==> config.mk <==
export PLATFORM = sky130hd
export DESIGN_NAME = pmc_ctrl
export DESIGN_NICKNAME = d
export VERILOG_FILES = /design/src/pmc_ctrl.v
export VERILOG_INCLUDE_DIRS = /design/src /design/src/include
export SDC_FILE = /design/constraint.sdc
export NUM_CORES = 1
export LEC_CHECK = 0
export BUFFER_PORTS_ARGS = -buffer_cell sky130_fd_sc_hd__clkbuf_2
export CAP_MARGIN = 30
export CORE_UTILIZATION = 50
export DETAILED_ROUTE_END_ITERATION = 6
export PLACE_DENSITY = 0.81
export SLEW_MARGIN = 0
export SYNTH_ARGS = -nofsm -noshare
export SYNTH_HDL_FRONTEND = slang
export SYNTH_SLANG_ARGS = --single-unit
==> constraint.sdc <==
create_clock -name clock_in -period 2.8 [get_ports clock_in]
set_input_delay 0.7 -clock clock_in [delete_from_list [all_inputs] [get_ports clock_in]]
set_output_delay 0.7 -clock clock_in [all_outputs]
set_load 0.02 [all_outputs]
==> src/include/pmc_defs.vh <==
// Register map, field positions, reset values and timing constants of the power and clock control block
`ifndef PMC_DEFS_VH
`define PMC_DEFS_VH
`define PMC_ADDR_W 16
`define PMC_CTRL_OFFSET 16'h0020
`define PMC_CTRL_RESET 8'h00
`define PMC_BIT_SLOW 0
`define PMC_BIT_PSM_LO 1
`define PMC_BIT_PSM_HI 2
`define PMC_BIT_POL01_LO 3
`define PMC_BIT_POL01_HI 4
`define PMC_BIT_CLKOUT 5
`define PMC_BIT_POL23_LO 6
`define PMC_BIT_POL23_HI 7
`define PMC_POL_FALL_LOW 2'h0
`define PMC_POL_RISE 2'h1
`define PMC_POL_FALL 2'h2
`define PMC_POL_BOTH 2'h3
`define PMC_STARTUP_CYCLES 4096
`endif

==> src/pmc_ctrl.v <==
// Power saving modes, slow clock prescaler, external interrupt polarity and clock output
`timescale 1ns/1ns
`include "pmc_defs.vh"
// Functional notes
// - Slow mode divides oscillator by 4,16,8,32
// - Slow clock enable drives CPU and peripherals
// - Control register resets to zero, divide by 2
// - Wait/stop by instruction; slow by register
// - Wait stops CPU, clears mask, peripherals run
// - Wait ends on interrupt or reset
// - Stop turns oscillator and everything off
// - Stop with watchdog enabled gives reset
// - Stop entry clears interrupt mask bit
// - Stop wake holds CPU 4096 clock cycles
// - After delay, service interrupt or reset vector; wake_reset_out stays 0 here, as wake_by_reset_q is never set
// - Service pushes flags, sets mask during routine
// - Bits 7:6 select vector two/three trigger
// - Bits 4:3 select vector zero/one trigger
// - Polarity change clears related pending request
// - Bit 5 drives CPU clock on pin
// - Vector pins ANDed before edge detection
// - Output pins never raise interrupts
// - Edge requests latch, clear on service entry
// - Any interrupt wakes wait; external wakes stop
module pmc_ctrl #(
    parameter PIN_W = 4,
    parameter STARTUP_CYCLES = `PMC_STARTUP_CYCLES
) (
    // Clock and reset
    input wire clock_in,
    input wire rst_in,
    // Register port
    input wire [`PMC_ADDR_W-1:0] addr_in,
    input wire [7:0] wdata_in,
    input wire wr_in,
    input wire rd_in,
    output reg [7:0] rdata_out,
    // CPU instruction and status
    input wire wait_instr_in,
    input wire stop_instr_in,
    input wire watchdog_en_in,
    input wire [3:0] ext_ack_in,
    input wire other_irq_in,
    input wire other_stop_wake_in,
    input wire flags_push_in,
    input wire flags_pop_in,
    // External interrupt pin groups, one group of PIN_W per vector
    input wire [4*PIN_W-1:0] ext_pin_in,
    input wire [4*PIN_W-1:0] ext_pin_is_out_in,
    input wire [4*PIN_W-1:0] ext_pin_irq_en_in,
    // Clocking and mode outputs
    output reg cpu_clk_en_out,
    output reg cpu_clk_out,
    output reg clock_output_pin_out,
    output reg clkout_sel_out,
    output reg osc_on_out,
    output reg cpu_run_out,
    output reg wait_mode_out,
    output reg stop_mode_out,
    output reg wdg_reset_out,
    output reg irq_mask_out,
    output reg wake_reset_out,
    output reg [3:0] ext_req_out
);

    // ------------------------------------------------------------
    // Local definitions
    // ------------------------------------------------------------
    localparam ST_RUN = 2'h0;
    localparam ST_WAIT = 2'h1;
    localparam ST_STOP = 2'h2;
    localparam ST_START = 2'h3;
    localparam [12:0] START_LAST = STARTUP_CYCLES - 1;

    // Divide ratio as a terminal count of a free running counter
    function [4:0] div_last;
        input [7:0] ctrl;
        begin
            if (!ctrl[`PMC_BIT_SLOW])
                div_last = 5'h01;
            else begin
                case (ctrl[`PMC_BIT_PSM_HI:`PMC_BIT_PSM_LO])
                    2'h0: div_last = 5'h03;
                    2'h1: div_last = 5'h0f;
                    2'h2: div_last = 5'h07;
                    default: div_last = 5'h1f;
                endcase
            end
        end
    endfunction

    reg [7:0] ctrl_q;
    reg [1:0] state_q;
    reg [12:0] start_cnt_q;
    reg [4:0] div_q;
    reg [3:0] comb_q;
    reg [3:0] pend_q;
    reg wake_by_reset_q;
    wire reg_hit = (addr_in == `PMC_CTRL_OFFSET);
    wire ctrl_wr = wr_in && reg_hit;
    wire [3:0] comb_d;
    wire [3:0] pol_chg;
    wire [1:0] pol01 = ctrl_q[`PMC_BIT_POL01_HI:`PMC_BIT_POL01_LO];
    wire [1:0] pol23 = ctrl_q[`PMC_BIT_POL23_HI:`PMC_BIT_POL23_LO];
    wire [4:0] last = div_last(ctrl_q);
    wire tick = (div_q >= last);
    wire any_ext = |pend_q;

    // ------------------------------------------------------------
    // Control register
    // ------------------------------------------------------------
    always @(posedge clock_in) begin
        if (rst_in)
            ctrl_q <= `PMC_CTRL_RESET;
        else if (ctrl_wr)
            ctrl_q <= wdata_in;
    end

    always @(posedge clock_in) begin
        if (rst_in)
            rdata_out <= 8'h00;
        else if (rd_in && reg_hit)
            rdata_out <= ctrl_q;
        else
            rdata_out <= 8'h00;
    end

    assign pol_chg[0] = ctrl_wr &&
        (wdata_in[`PMC_BIT_POL01_HI:`PMC_BIT_POL01_LO] != pol01);
    assign pol_chg[1] = pol_chg[0];
    assign pol_chg[2] = ctrl_wr &&
        (wdata_in[`PMC_BIT_POL23_HI:`PMC_BIT_POL23_LO] != pol23);
    assign pol_chg[3] = pol_chg[2];

    // ------------------------------------------------------------
    // External interrupt detection
    // ------------------------------------------------------------
    genvar v;
    generate
        for (v = 0; v < 4; v = v + 1) begin : g_vec
            wire [PIN_W-1:0] pins = ext_pin_in[v*PIN_W +: PIN_W];
            wire [PIN_W-1:0] use_pin = ext_pin_irq_en_in[v*PIN_W +: PIN_W] &
                ~ext_pin_is_out_in[v*PIN_W +: PIN_W];
            // Pins not taking part read as high so they never mask others
            assign comb_d[v] = &(pins | ~use_pin);
            wire [1:0] pol = (v < 2) ? pol01 : pol23;
            wire fall = comb_q[v] && !comb_d[v];
            wire rise = !comb_q[v] && comb_d[v];
            reg hit;
            always @* begin
                case (pol)
                    `PMC_POL_FALL_LOW: hit = !comb_d[v];
                    `PMC_POL_RISE: hit = rise;
                    `PMC_POL_FALL: hit = fall;
                    default: hit = rise || fall;
                endcase
            end
            // Polarity change clears; a new event still sets in the same cycle
            always @(posedge clock_in) begin
                if (rst_in)
                    pend_q[v] <= 1'b0;
                else if (hit)
                    pend_q[v] <= 1'b1;
                else if (pol_chg[v] || ext_ack_in[v])
                    pend_q[v] <= 1'b0;
            end
        end
    endgenerate

    always @(posedge clock_in) begin
        if (rst_in) begin
            comb_q <= 4'hf;
            ext_req_out <= 4'h0;
        end else begin
            comb_q <= comb_d;
            ext_req_out <= pend_q & ~(ext_ack_in | pol_chg);
        end
    end

    // ------------------------------------------------------------
    // Power mode sequencer
    // ------------------------------------------------------------
    always @(posedge clock_in) begin
        if (rst_in) begin
            state_q <= ST_RUN;
            start_cnt_q <= 13'h0000;
            irq_mask_out <= 1'b0;
            wdg_reset_out <= 1'b0;
            wake_by_reset_q <= 1'b0;
            wake_reset_out <= 1'b0;
        end else begin
            wdg_reset_out <= 1'b0;
            wake_reset_out <= 1'b0;
            if (flags_push_in)
                irq_mask_out <= 1'b1;
            else if (flags_pop_in)
                irq_mask_out <= 1'b0;
            case (state_q)
                ST_RUN: begin
                    if (stop_instr_in && watchdog_en_in)
                        wdg_reset_out <= 1'b1;
                    else if (stop_instr_in) begin
                        state_q <= ST_STOP;
                        irq_mask_out <= 1'b0;
                    end else if (wait_instr_in) begin
                        state_q <= ST_WAIT;
                        irq_mask_out <= 1'b0;
                    end
                end
                ST_WAIT: begin
                    if (any_ext || other_irq_in)
                        state_q <= ST_RUN;
                end
                ST_STOP: begin
                    if (any_ext || other_stop_wake_in) begin
                        state_q <= ST_START;
                        start_cnt_q <= 13'h0000;
                        wake_by_reset_q <= 1'b0;
                    end
                end
                ST_START: begin
                    // Release on the last CPU clock tick, so the hold spans the full count
                    if (tick) begin
                        if (start_cnt_q >= START_LAST) begin
                            state_q <= ST_RUN;
                            wake_reset_out <= wake_by_reset_q;
                        end else
                            start_cnt_q <= start_cnt_q + 13'h0001;
                    end
                end
                default: state_q <= ST_RUN;
            endcase
        end
    end

    // ------------------------------------------------------------
    // Clock generation
    // ------------------------------------------------------------
    // The divider is cleared and held at zero in stop mode, as the oscillator is off
    always @(posedge clock_in) begin
        if (rst_in) begin
            div_q <= 5'h00;
            cpu_clk_en_out <= 1'b0;
            cpu_clk_out <= 1'b0;
        end else if (state_q == ST_STOP) begin
            div_q <= 5'h00;
            cpu_clk_en_out <= 1'b0;
            cpu_clk_out <= 1'b0;
        end else begin
            div_q <= tick ? 5'h00 : div_q + 5'h01;
            cpu_clk_en_out <= tick;
            cpu_clk_out <= (div_q < ((last + 5'h01) >> 1)) ? 1'b0 : 1'b1;
        end
    end

    always @(posedge clock_in) begin
        if (rst_in) begin
            clock_output_pin_out <= 1'b0;
            clkout_sel_out <= 1'b0;
            osc_on_out <= 1'b1;
            cpu_run_out <= 1'b1;
            wait_mode_out <= 1'b0;
            stop_mode_out <= 1'b0;
        end else begin
            clkout_sel_out <= ctrl_q[`PMC_BIT_CLKOUT];
            clock_output_pin_out <= ctrl_q[`PMC_BIT_CLKOUT] && cpu_clk_out;
            osc_on_out <= (state_q != ST_STOP);
            cpu_run_out <= (state_q == ST_RUN);
            wait_mode_out <= (state_q == ST_WAIT);
            stop_mode_out <= (state_q == ST_STOP);
        end
    end

endmodule // pmc_ctrl

==> flow_results.org, run 1 <==
** Outcome
- The flow ran to the end, and the final reports show no timing, DRC or antenna violations.

** Global route
- The first global-routing pass estimated 12700 µm of wire.
- The number of antenna violations at the first check in global routing was 0.
- Global routing used around 26% of the available tracks.
- Entering global routing, the biggest net connects 24 pins.
- The via count of the first global-routing pass is 2921.
- For this run the aggregate overflow at the end of global routing stands at 0.

** Logic synthesis
- Synthesis warning total :: 0
- Counting every instance in the synthesized netlist gives around 360.
- Area of the mapped netlist :: ~3000 µm²
- The share of synthesized area in the top cell type comes to 38.7%.
- For this run, asynchronously set or reset flops after synthesis account for 0%.
- Number of synthesized flops with an enable pin :: 0
- Post-synthesis register bit count :: slightly below 60
- The synthesized design spends more area on one cell type than any other, namely sky130_fd_sc_hd__dfxtp_1.
- Cell types occupying the most area after synthesis :: sky130_fd_sc_hd__dfxtp_1 39%, sky130_fd_sc_hd__ha_1 7.1%, sky130_fd_sc_hd__nand2_1 4.9%, sky130_fd_sc_hd__nor2_1 4.4%, sky130_fd_sc_hd__a21oi_1 3.3%
- Counting distinct cell types in the post-synthesis netlist gives 55.
- A synthesized cell averages about 8.4 µm².
- Post-synthesis sequential area ratio :: roughly two fifths
- Ys flop type :: sky130_fd_sc_hd__dfxtp_1
- Synth Net Count :: approximately 460

** Placement
- Summed over all nets, the half-perimeter wirelength after detailed placement is between 5000 and 6000 µm.
- At the end of routability-driven placement, the weighted congestion stood at between 0.8 and 0.9.
- In this run the cell area measured after placement is around 3600 µm².
- Count of input and output buffers :: approximately 110

** Timing
- At the pin with the least slew margin, the transition time is between 0.6 and 0.7 ns.
- Subtracting the final worst setup slack from the clock period gives between 2 and 2.5 ns.
- Final Max Tran Viols :: 0
- Final setup TNS :: 0 ns
- Between clock sinks in the finished design, the worst skew comes to around 0.010 ns.
- Unrepaired setup endpoints after global routing :: no
- The number of failing hold endpoints at the final stage is 0.
- Setup violations remaining at the end of the flow were counted as 0.
- Slew Limit Headroom :: between 50 and 60%
- The final critical path takes up 80.8% of the cycle.
- FMAX :: 0.442 GHz

** Clocking
- Clock Tree Root :: sky130_fd_sc_hd__clkbuf_8
- Counting the buffers created by CTS gives 9.
- The clock passes through at most 2 buffers.
- After clock tree synthesis, the flow added hold-fix buffers numbering 0.
- Deepest level of the CTS H-tree :: 3
- For the worst-skew pair, the clock arrives at the later sink with an insertion delay of 0.33 ns.
- Once the clock tree was built, the resizer swapped 0 gates to a different size.
- CTS tree :: built
- Clock-pin slew was measured on the worst setup and hold paths at roughly 0.070 ns.
- In this run the post-CTS setup repair buffer count came out at 0.
- Clock tree synthesis found a total of 58 sinks.

** Drt
- Via density per instance :: 5.54
- Count of TritonRoute iterations in the first routing pass :: 4
- Vias :: 2996
- Antenna Violating Nets Remaining :: 0
- In the routed design, unresolved DRC markers number 0.
- Detailed-route wire length :: ~7500 µm
- The detailed router finished its first iteration with about 260 violations.
- WL per Instance :: 13.8 µm

** Worst setup path
- STA puts the critical path data required time at just over 3 ns.
- Startpoint type of the worst setup path :: flop
- At the worst endpoint, the arrival time is ~2.5 ns.
- The critical path is of the reg2reg type.
- Critical Path Sink Type :: flop
- In this run the worst path has a maximum fanout of 8.

** Pwr
- Sequential fraction of design power :: 42.0%
- Of the total power, the clock network draws about 34%.
- Cell internal pwr :: 1.51 mW
- Worst-case vdd ir drop :: 0.000355 V
- In this run the power density over the cells is slightly below 600 nW/µm².
- Switching fraction of total power :: between 30% and 40%
- For this design the total switching power over the nets is roughly 0.7 mW.
- Logic gate share of total power :: between 20 and 25%
- Cell leakage power :: about 1.7 nW

** Floorplan
- From left edge to right edge, the die measures slightly below 80 µm.
- Die height :: just under 80 µm
- Initial Util :: between 50% and 60%
- Area of the die :: around 6300 µm²
- The initialized floorplan defines 27 standard-cell rows.
- IO Count :: 110
- Area of the core :: roughly 5600 µm²

** Job
- Max cap viols :: 0

** Final layout
- Compared with the post-synthesis result, the final layout area differs by 25.8%.
- Net total in the final layout :: 569
- In the final layout, the share of cells above drive strength 1 is 30.1%.
- Counting the fill cells in the layout gives between 400 and 500.
- Antenna cell count :: 0
- After routing the design area is between 3000 and 4000 µm².

** Min path
- Hold/Removal Path Class :: reg2reg
layer usage:
layer / track usage, % / share of wire (%)
met2: 43.4 / 48
met3: 4.91 / 6.3
met1: 32.5 / 44
met4: 10.5 / 1.6
met5: 0 / 0
cell usage after synthesis (2+ instances only):
cell type	number
sky130_fd_sc_hd__buf_1	2
sky130_fd_sc_hd__nand3b_1	3
sky130_fd_sc_hd__inv_1	23
sky130_fd_sc_hd__or3b_2	2
sky130_fd_sc_hd__ha_1	17
sky130_fd_sc_hd__or4_1	2
sky130_fd_sc_hd__nand3_1	17
sky130_fd_sc_hd__a211oi_1	4
sky130_fd_sc_hd__clkbuf_1	9
sky130_fd_sc_hd__a22oi_1	4
sky130_fd_sc_hd__nand2_1	39
sky130_fd_sc_hd__a21oi_1	20
sky130_fd_sc_hd__and2_1	11
sky130_fd_sc_hd__nor4_1	5
sky130_fd_sc_hd__nor3b_1	5
sky130_fd_sc_hd__a211oi_2	2
sky130_fd_sc_hd__buf_2	3
sky130_fd_sc_hd__or2_2	4
sky130_fd_sc_hd__o21a_1	5
sky130_fd_sc_hd__xnor2_1	5
sky130_fd_sc_hd__nand4_1	6
sky130_fd_sc_hd__nor4b_1	4
sky130_fd_sc_hd__nor3_1	6
sky130_fd_sc_hd__a311oi_1	4
sky130_fd_sc_hd__nor2_1	35
sky130_fd_sc_hd__o21ai_0	13
sky130_fd_sc_hd__dfxtp_1	58
sky130_fd_sc_hd__and3_1	3
sky130_fd_sc_hd__and4_1	3
sky130_fd_sc_hd__nand2b_1	3
sky130_fd_sc_hd__nor2b_1	3
sky130_fd_sc_hd__o211ai_1	3
sky130_fd_sc_hd__mux2i_1	7
sky130_fd_sc_hd__xor2_1	2
sky130_fd_sc_hd__a31oi_1	7
final cells by class:
cell class	count	area (µm²)	area share (%)
multi-input combinational	263	1690	44.7
sequential	58	1160	30.8
timing repair buffer	110	556	14.7
clock buffer	10	138	3.65
tap	72	90.1	2.39
inverter	23	86.3	2.29
clock inverter	5	55.1	1.46
power by group through the flow:
stage | logic (mW) | clock network [mW] | registers, mW
final | 0.533 | 0.752 | 0.929
after global routing | 0.596 | 0.808 | 0.937
after CTS | 0.532 | 0.762 | 0.928
after detailed placement | 0.529 | 0 | 0.945
after global placement | 0.511 | 0 | 0.943
after floorplan | 0.330 | 0 | 0.962
per-stage QoR:
stage,utilization [%],worst slack (ns),hold slack [ns],std cells,power (mW)
4_1_cts,66.9,0.577,0.462,541,2.22
6_report,66.9,0.538,0.456,541,2.21
2_1_floorplan,-,0.706,0.432,359,1.29
3_3_place_gp,63.5,0.582,0.438,526,1.45
5_1_grt,66.9,0.383,0.488,541,2.34
3_5_place_dp,63.5,0.527,0.447,526,1.47
worst max-delay path: stages, from the launching register on:
cell and delay [ns]:
sky130_fd_sc_hd__dfxtp_1 0.44, sky130_fd_sc_hd__o21ai_0 0.13, sky130_fd_sc_hd__ha_1 0.29, sky130_fd_sc_hd__o21ai_0 0.12, sky130_fd_sc_hd__o21ai_2 0.31, sky130_fd_sc_hd__nand2_1 0.23
sky130_fd_sc_hd__or4_1 0.51, sky130_fd_sc_hd__a31oi_1 0.16
cells by family (layout without fill, tap and decap cells):
logic type / count (synthesis) / after routing / share of synthesized area [%]
mux: 8 / 8 / 3.09
buf+inv: 38 / 148 / 5.01
flops: 58 / 58 / 38.7
compound gates: 75 / 75 / 17.2
other cells: 1 / 1 / 0.125
xor+xnor: 7 / 7 / 2.04
simple gates: 155 / 155 / 26.7
fa+ha+maj: 17 / 17 / 7.09
final timing paths:
check                            startpoint                    to  slack (ns)  depth (start not counted)
worst min register to register  cpu_clk_out  clock_output_pin_out        0.46                          1
worst min-delay path            cpu_clk_out  clock_output_pin_out        0.46                          1
worst max register to register    ctrl_q[0]        start_cnt_q[8]        0.54                          7
worst max-delay path              ctrl_q[0]        start_cnt_q[8]        0.54                          7
state kept, by name (all words and copies together), names as in the netlist, 2 cells and up:
| name | count |
|---|---|
| pend_q | 4 |
| comb_q | 4 |
| ext_req_out | 4 |
| div_q | 5 |
| state_q | 2 |
| ctrl_q | 8 |
| rdata_out | 8 |
| start_cnt_q | 13 |
layout by cell type (no fill, tap or decap), drive strengths merged, types with 4 or more instances in the layout:
cell type	synthesis	final
clkbuf	9	118
dfxtp	58	58
nand2	39	39
nor2	35	35
inv	23	23
a21oi	21	21
nand3	18	18
ha	17	17
o21ai	15	15
and2	11	11
a31oi	8	8
mux2i	7	7
a211oi	7	7
nor3	6	6
nand4	6	6
nor3b	5	5
nor4	5	5
xnor2	5	5
o21a	5	5
a22oi	4	4
or2	4	4
nor4b	4	4
a311oi	4	4
No activity file was read; power rests on OpenSTA's default activity.
==> inputs of run 2 (changes only) <==
==> constraint.sdc (replaced) <==
create_clock -name clock_in -period 2.1 [get_ports clock_in]
set_input_delay 0.525 -clock clock_in [delete_from_list [all_inputs] [get_ports clock_in]]
set_output_delay 0.525 -clock clock_in [all_outputs]
set_load 0.02 [all_outputs]
==> run 2 against run 1 <==
  * Sequential cell count unchanged
  * Routed wire length increased by 9.0%
  * Non-clock buffer count increased by 21
  * Critical path depth unchanged
  * Count of clock-buffer cells in the layout unchanged
  * Cell count increased by 4.1%
  * Combinational power increased by 62%
  * First-iteration DRC count increased by 1.2%
  * Register-to-register slack got worse by 0.42 ns
  * Largest power group unchanged
  * Highest routed layer unchanged
==> flow_results.org, run 2 (synthesis results as in run 1) <==
** Clocking
- Deepest level of the CTS H-tree :: 3 (unchanged)
- The number of sinks on the clock net was 58 (unchanged).
- CTS tree :: built (unchanged)
- Post-CTS Setup Inserts :: 0 (unchanged)
- The buffer depth of the longest clock path came to 2 (unchanged).
- Clk_lat worst skew :: 0.33 ns (about the same)
- CTS buffer count :: 9 (unchanged)
- The buffer cell driving the clock tree root is sky130_fd_sc_hd__clkbuf_8 (unchanged).
- The post-CTS clock slew at the launch and capture registers of the worst setup and hold paths came to 0.07 ns (about the same).
- Number of hold buffers added after CTS :: 0 (unchanged)

** Final layout
- The flip-flop count of the largest register after layout is 13 (unchanged).
- Net total in the final layout :: 590 (was 569)
- The signed area change from the synthesized netlist to the final layout is 30.7% (was 25.8%).
- The design area is 3920 µm² (was 3770 µm²).
- The register containing the most flip-flops in the final layout was start_cnt_q (unchanged).
- Fraction of final layout cells with drive strength greater than 1 :: 34.0% (was 30.1%)
- Commonest cells after routing, fill and taps aside :: 108 x sky130_fd_sc_hd__clkbuf_2, 56 x sky130_fd_sc_hd__dfxtp_1, 39 x sky130_fd_sc_hd__nand2_1, 35 x sky130_fd_sc_hd__nor2_1 (was 108 x sky130_fd_sc_hd__clkbuf_2, 58 x sky130_fd_sc_hd__dfxtp_1, 39 x sky130_fd_sc_hd__nand2_1, 35 x sky130_fd_sc_hd__nor2_1, 23 x sky130_fd_sc_hd__inv_1)
- The antenna diode count came to 0 (unchanged).
- The most common library cell in the layout ignoring fill and taps is sky130_fd_sc_hd__clkbuf_2 (unchanged).
- Biggest registers after layout: start_cnt_q: 13 flops, ctrl_q: 8 flops, rdata_out: 8 flops (unchanged).

** Worst setup path
- Logic depth of the worst setup path including buffers :: 7 (unchanged)
- Worst flop-to-flop path startpoint :: start_cnt_q[0] (was ctrl_q[0])
- Number of cells on the worst reg-to-reg path :: 7 (unchanged)
- The slowest stage cell on the critical path is sky130_fd_sc_hd__nor3_1 (was sky130_fd_sc_hd__or4_1).
- Worst setup path end :: start_cnt_q[6] (was start_cnt_q[8])
- The category of the worst setup path capture point is a flop (unchanged).
- The family with the most delay on the worst path was simple AND/OR/NAND/NOR gates (unchanged).
- Critical-path cell list: ha_1, a21oi_1, nor4_1, buf_4, nor3_1, and3b_1, a211o_2 (was o21ai_0, ha_1, o21ai_0, o21ai_2, nand2_1, or4_1, a31oi_1).
- Worst path buffer plus inverter count :: 1 (was 0)
- The endpoint required time on the critical path is 2.38 ns (was 3.05 ns).
- Max incr delay on CP :: 0.58 ns (was 0.51 ns)
- Startpoint type of the worst setup path :: flop (unchanged)
- The timing startpoint of the critical path is start_cnt_q[0] (was ctrl_q[0]).
- Largest driver fanout on the critical path :: 6 (was 8)
- The reg-to-reg critical path endpoint was start_cnt_q[6] (was start_cnt_q[8]).
- Endpoint arrival time on the critical path :: 2.26 ns (was 2.51 ns)
- Worst setup path class :: reg2reg (unchanged)
- The worst reg-to-reg setup slack was 0.11 ns (was 0.54 ns).

** Outcome
- Outcome :: completed (unchanged)

** Timing
- The peak clock frequency supported by timing was 0.503 GHz (was 0.442 GHz).
- Final Max Tran Viols :: 0 (unchanged)
- Clock skew after layout :: 0.00909 ns (was 0.0101 ns)
- The final worst slack was 0.113 ns (was 0.538 ns).
- Unrepaired setup endpoints after global routing: no (unchanged).
- Final setup violation count :: 0 (unchanged)
- The minimum period implied by the final worst setup slack was 1.99 ns (was 2.26 ns).
- Hold Worst Slack :: 0.362 ns (was 0.456 ns)
- Fin crit share :: 94.6% (was 80.8%)
- The max-slew headroom at the worst pin is 48.9% (was 54.7%).
- Final number of hold-violating endpoints :: 0 (unchanged)
- The slew of the pin with the lowest slew margin is 0.760 ns (was 0.675 ns).

** Drt
- The vias per cell is 5.57 (was 5.54).
- Count of TritonRoute iterations in the first routing pass :: 6 (was 4)
- Detailed-route wire length :: 8140 µm (was 7470 µm)
- The remaining routing DRC violations came to 0 (unchanged).
- WL per Instance :: 14.5 µm (was 13.8 µm)
- The remaining antenna violation count was 0 (unchanged).
- Violation count after the first detailed-route iteration :: 259 (was 256)
- The total via count in the routed design was 3135 (was 2996).

** Floorplan
- Die height :: 79.5 µm (unchanged)
- The number of cell rows came to 27 (unchanged).
- Initial Util :: 53.2% (unchanged)
- The floorplan die area is 6310 µm² (unchanged).
- IO Count :: 110 (unchanged)
- Die X-Extent :: 79.5 µm (unchanged)
- The placeable core region is 5640 µm² (unchanged).

** Placement
- The final weighted congestion in routability-driven placement is 0.949 (was 0.896).
- The half-perimeter wire length after placement was 6250 µm (was 5770 µm).
- Placed standard-cell area :: 3740 µm² (was 3580 µm²)
- The number of buffers inserted by port buffering is 108 (unchanged).
- The setup slack at placement is -0.00450 ns (was 0.527 ns).

** Pwr
- The leakage dissipation came to 1.77 nW (was 1.67 nW).
- The power density over cell area was 762 nW/µm² (was 587 nW/µm²).
- The peak supply drop was 0.000501 V (was 0.000355 V).

** Min path
- The type of the worst min-delay path was in2reg (was reg2reg).

** Global route
- The number of antenna violations at the first check in global routing is 0 (unchanged).
- Maximum number of pins on one net before global-route repair :: 17 (was 24)
- The overall global routing resource usage was 27.6% (was 25.9%).
- The total global routing overflow came to 0 (unchanged).
- The via count of the first global-routing pass is 3028 (was 2921).
- Wire length of the first global-routing pass :: 13400 µm (was 12700 µm)

** Job
- Max cap viols :: 0 (unchanged)
run 2: worst register-to-register path, delay by kind of cell, from the launching register on:
family	cells	cell delay, ns
AND/OR/NAND/NOR	3	0.92
buffers and inverters	1	0.14
flip-flops	1	0.32
adder cells (fa/ha/maj)	1	0.26
AO/OA/AOI/OAI	2	0.29
run 2: how the worst min path moves through the flow:
| stage | cells past startpoint | from | slack, ns | to |
|---|---|---|---|---|
| detailed placement | 2 | start_cnt_q[11] | 0.46 | start_cnt_q[11] |
| global route | 2 | ext_ack_in[1] | 0.36 | ext_req_out[1] |
| CTS | 2 | ext_ack_in[1] | 0.36 | ext_req_out[1] |
| global placement | 1 | cpu_clk_out | 0.44 | clock_output_pin_out |
| floorplan | 2 | start_cnt_q[11] | 0.43 | start_cnt_q[11] |
| finish | 2 | ext_ack_in[1] | 0.36 | ext_req_out[1] |
run 2: through the flow:
stage	TNS, ns	utilization [%]	power (mW)	instances
2_1_floorplan	0	-	1.72	359
3_3_place_gp	0	66.3	2.06	547
3_5_place_dp	-0.00450	66.3	2.10	547
4_1_cts	0	69.4	2.99	563
5_1_grt	0	69.5	3.13	563
6_report	0	69.5	2.99	563
run 2: timing repair:
action                     CTS  global route
cloned                       0             0
gates resized for setup      2             4
setup endpoints to repair    1             4
run 2: cell type report:
cell class | count | area, µm²
repair buffers | 131 | 713
clock inverters | 6 | 32.5
clock buffers | 10 | 138
multi-input cells | 263 | 1700
fillers | 466 | 1720
flip-flops and latches | 58 | 1160
well taps | 72 | 90.1
inverters | 23 | 86.3
run 2: layer usage:
| metal | up-vias | track usage, % | wire length, µm |
|---|---|---|---|
| met3 | 19 | 3.89 | 629 |
| met2 | 168 | 47.9 | 3990 |
| li1 | 1525 | - | - |
| met4 | 0 | 13.1 | 195 |
| met1 | 1423 | 33.4 | 3330 |
| met5 | - | 0 | 0 |
run 2: report_power, final:
| group | internal [mW] | leakage, nW | switching (mW) |
|---|---|---|---|
| clock | 0.449 | 0.0916 | 0.444 |
| sequential | 1.18 | 0.473 | 0.0557 |
| combinational | 0.363 | 1.21 | 0.499 |
| total | 1.99 | 1.77 | 0.999 |
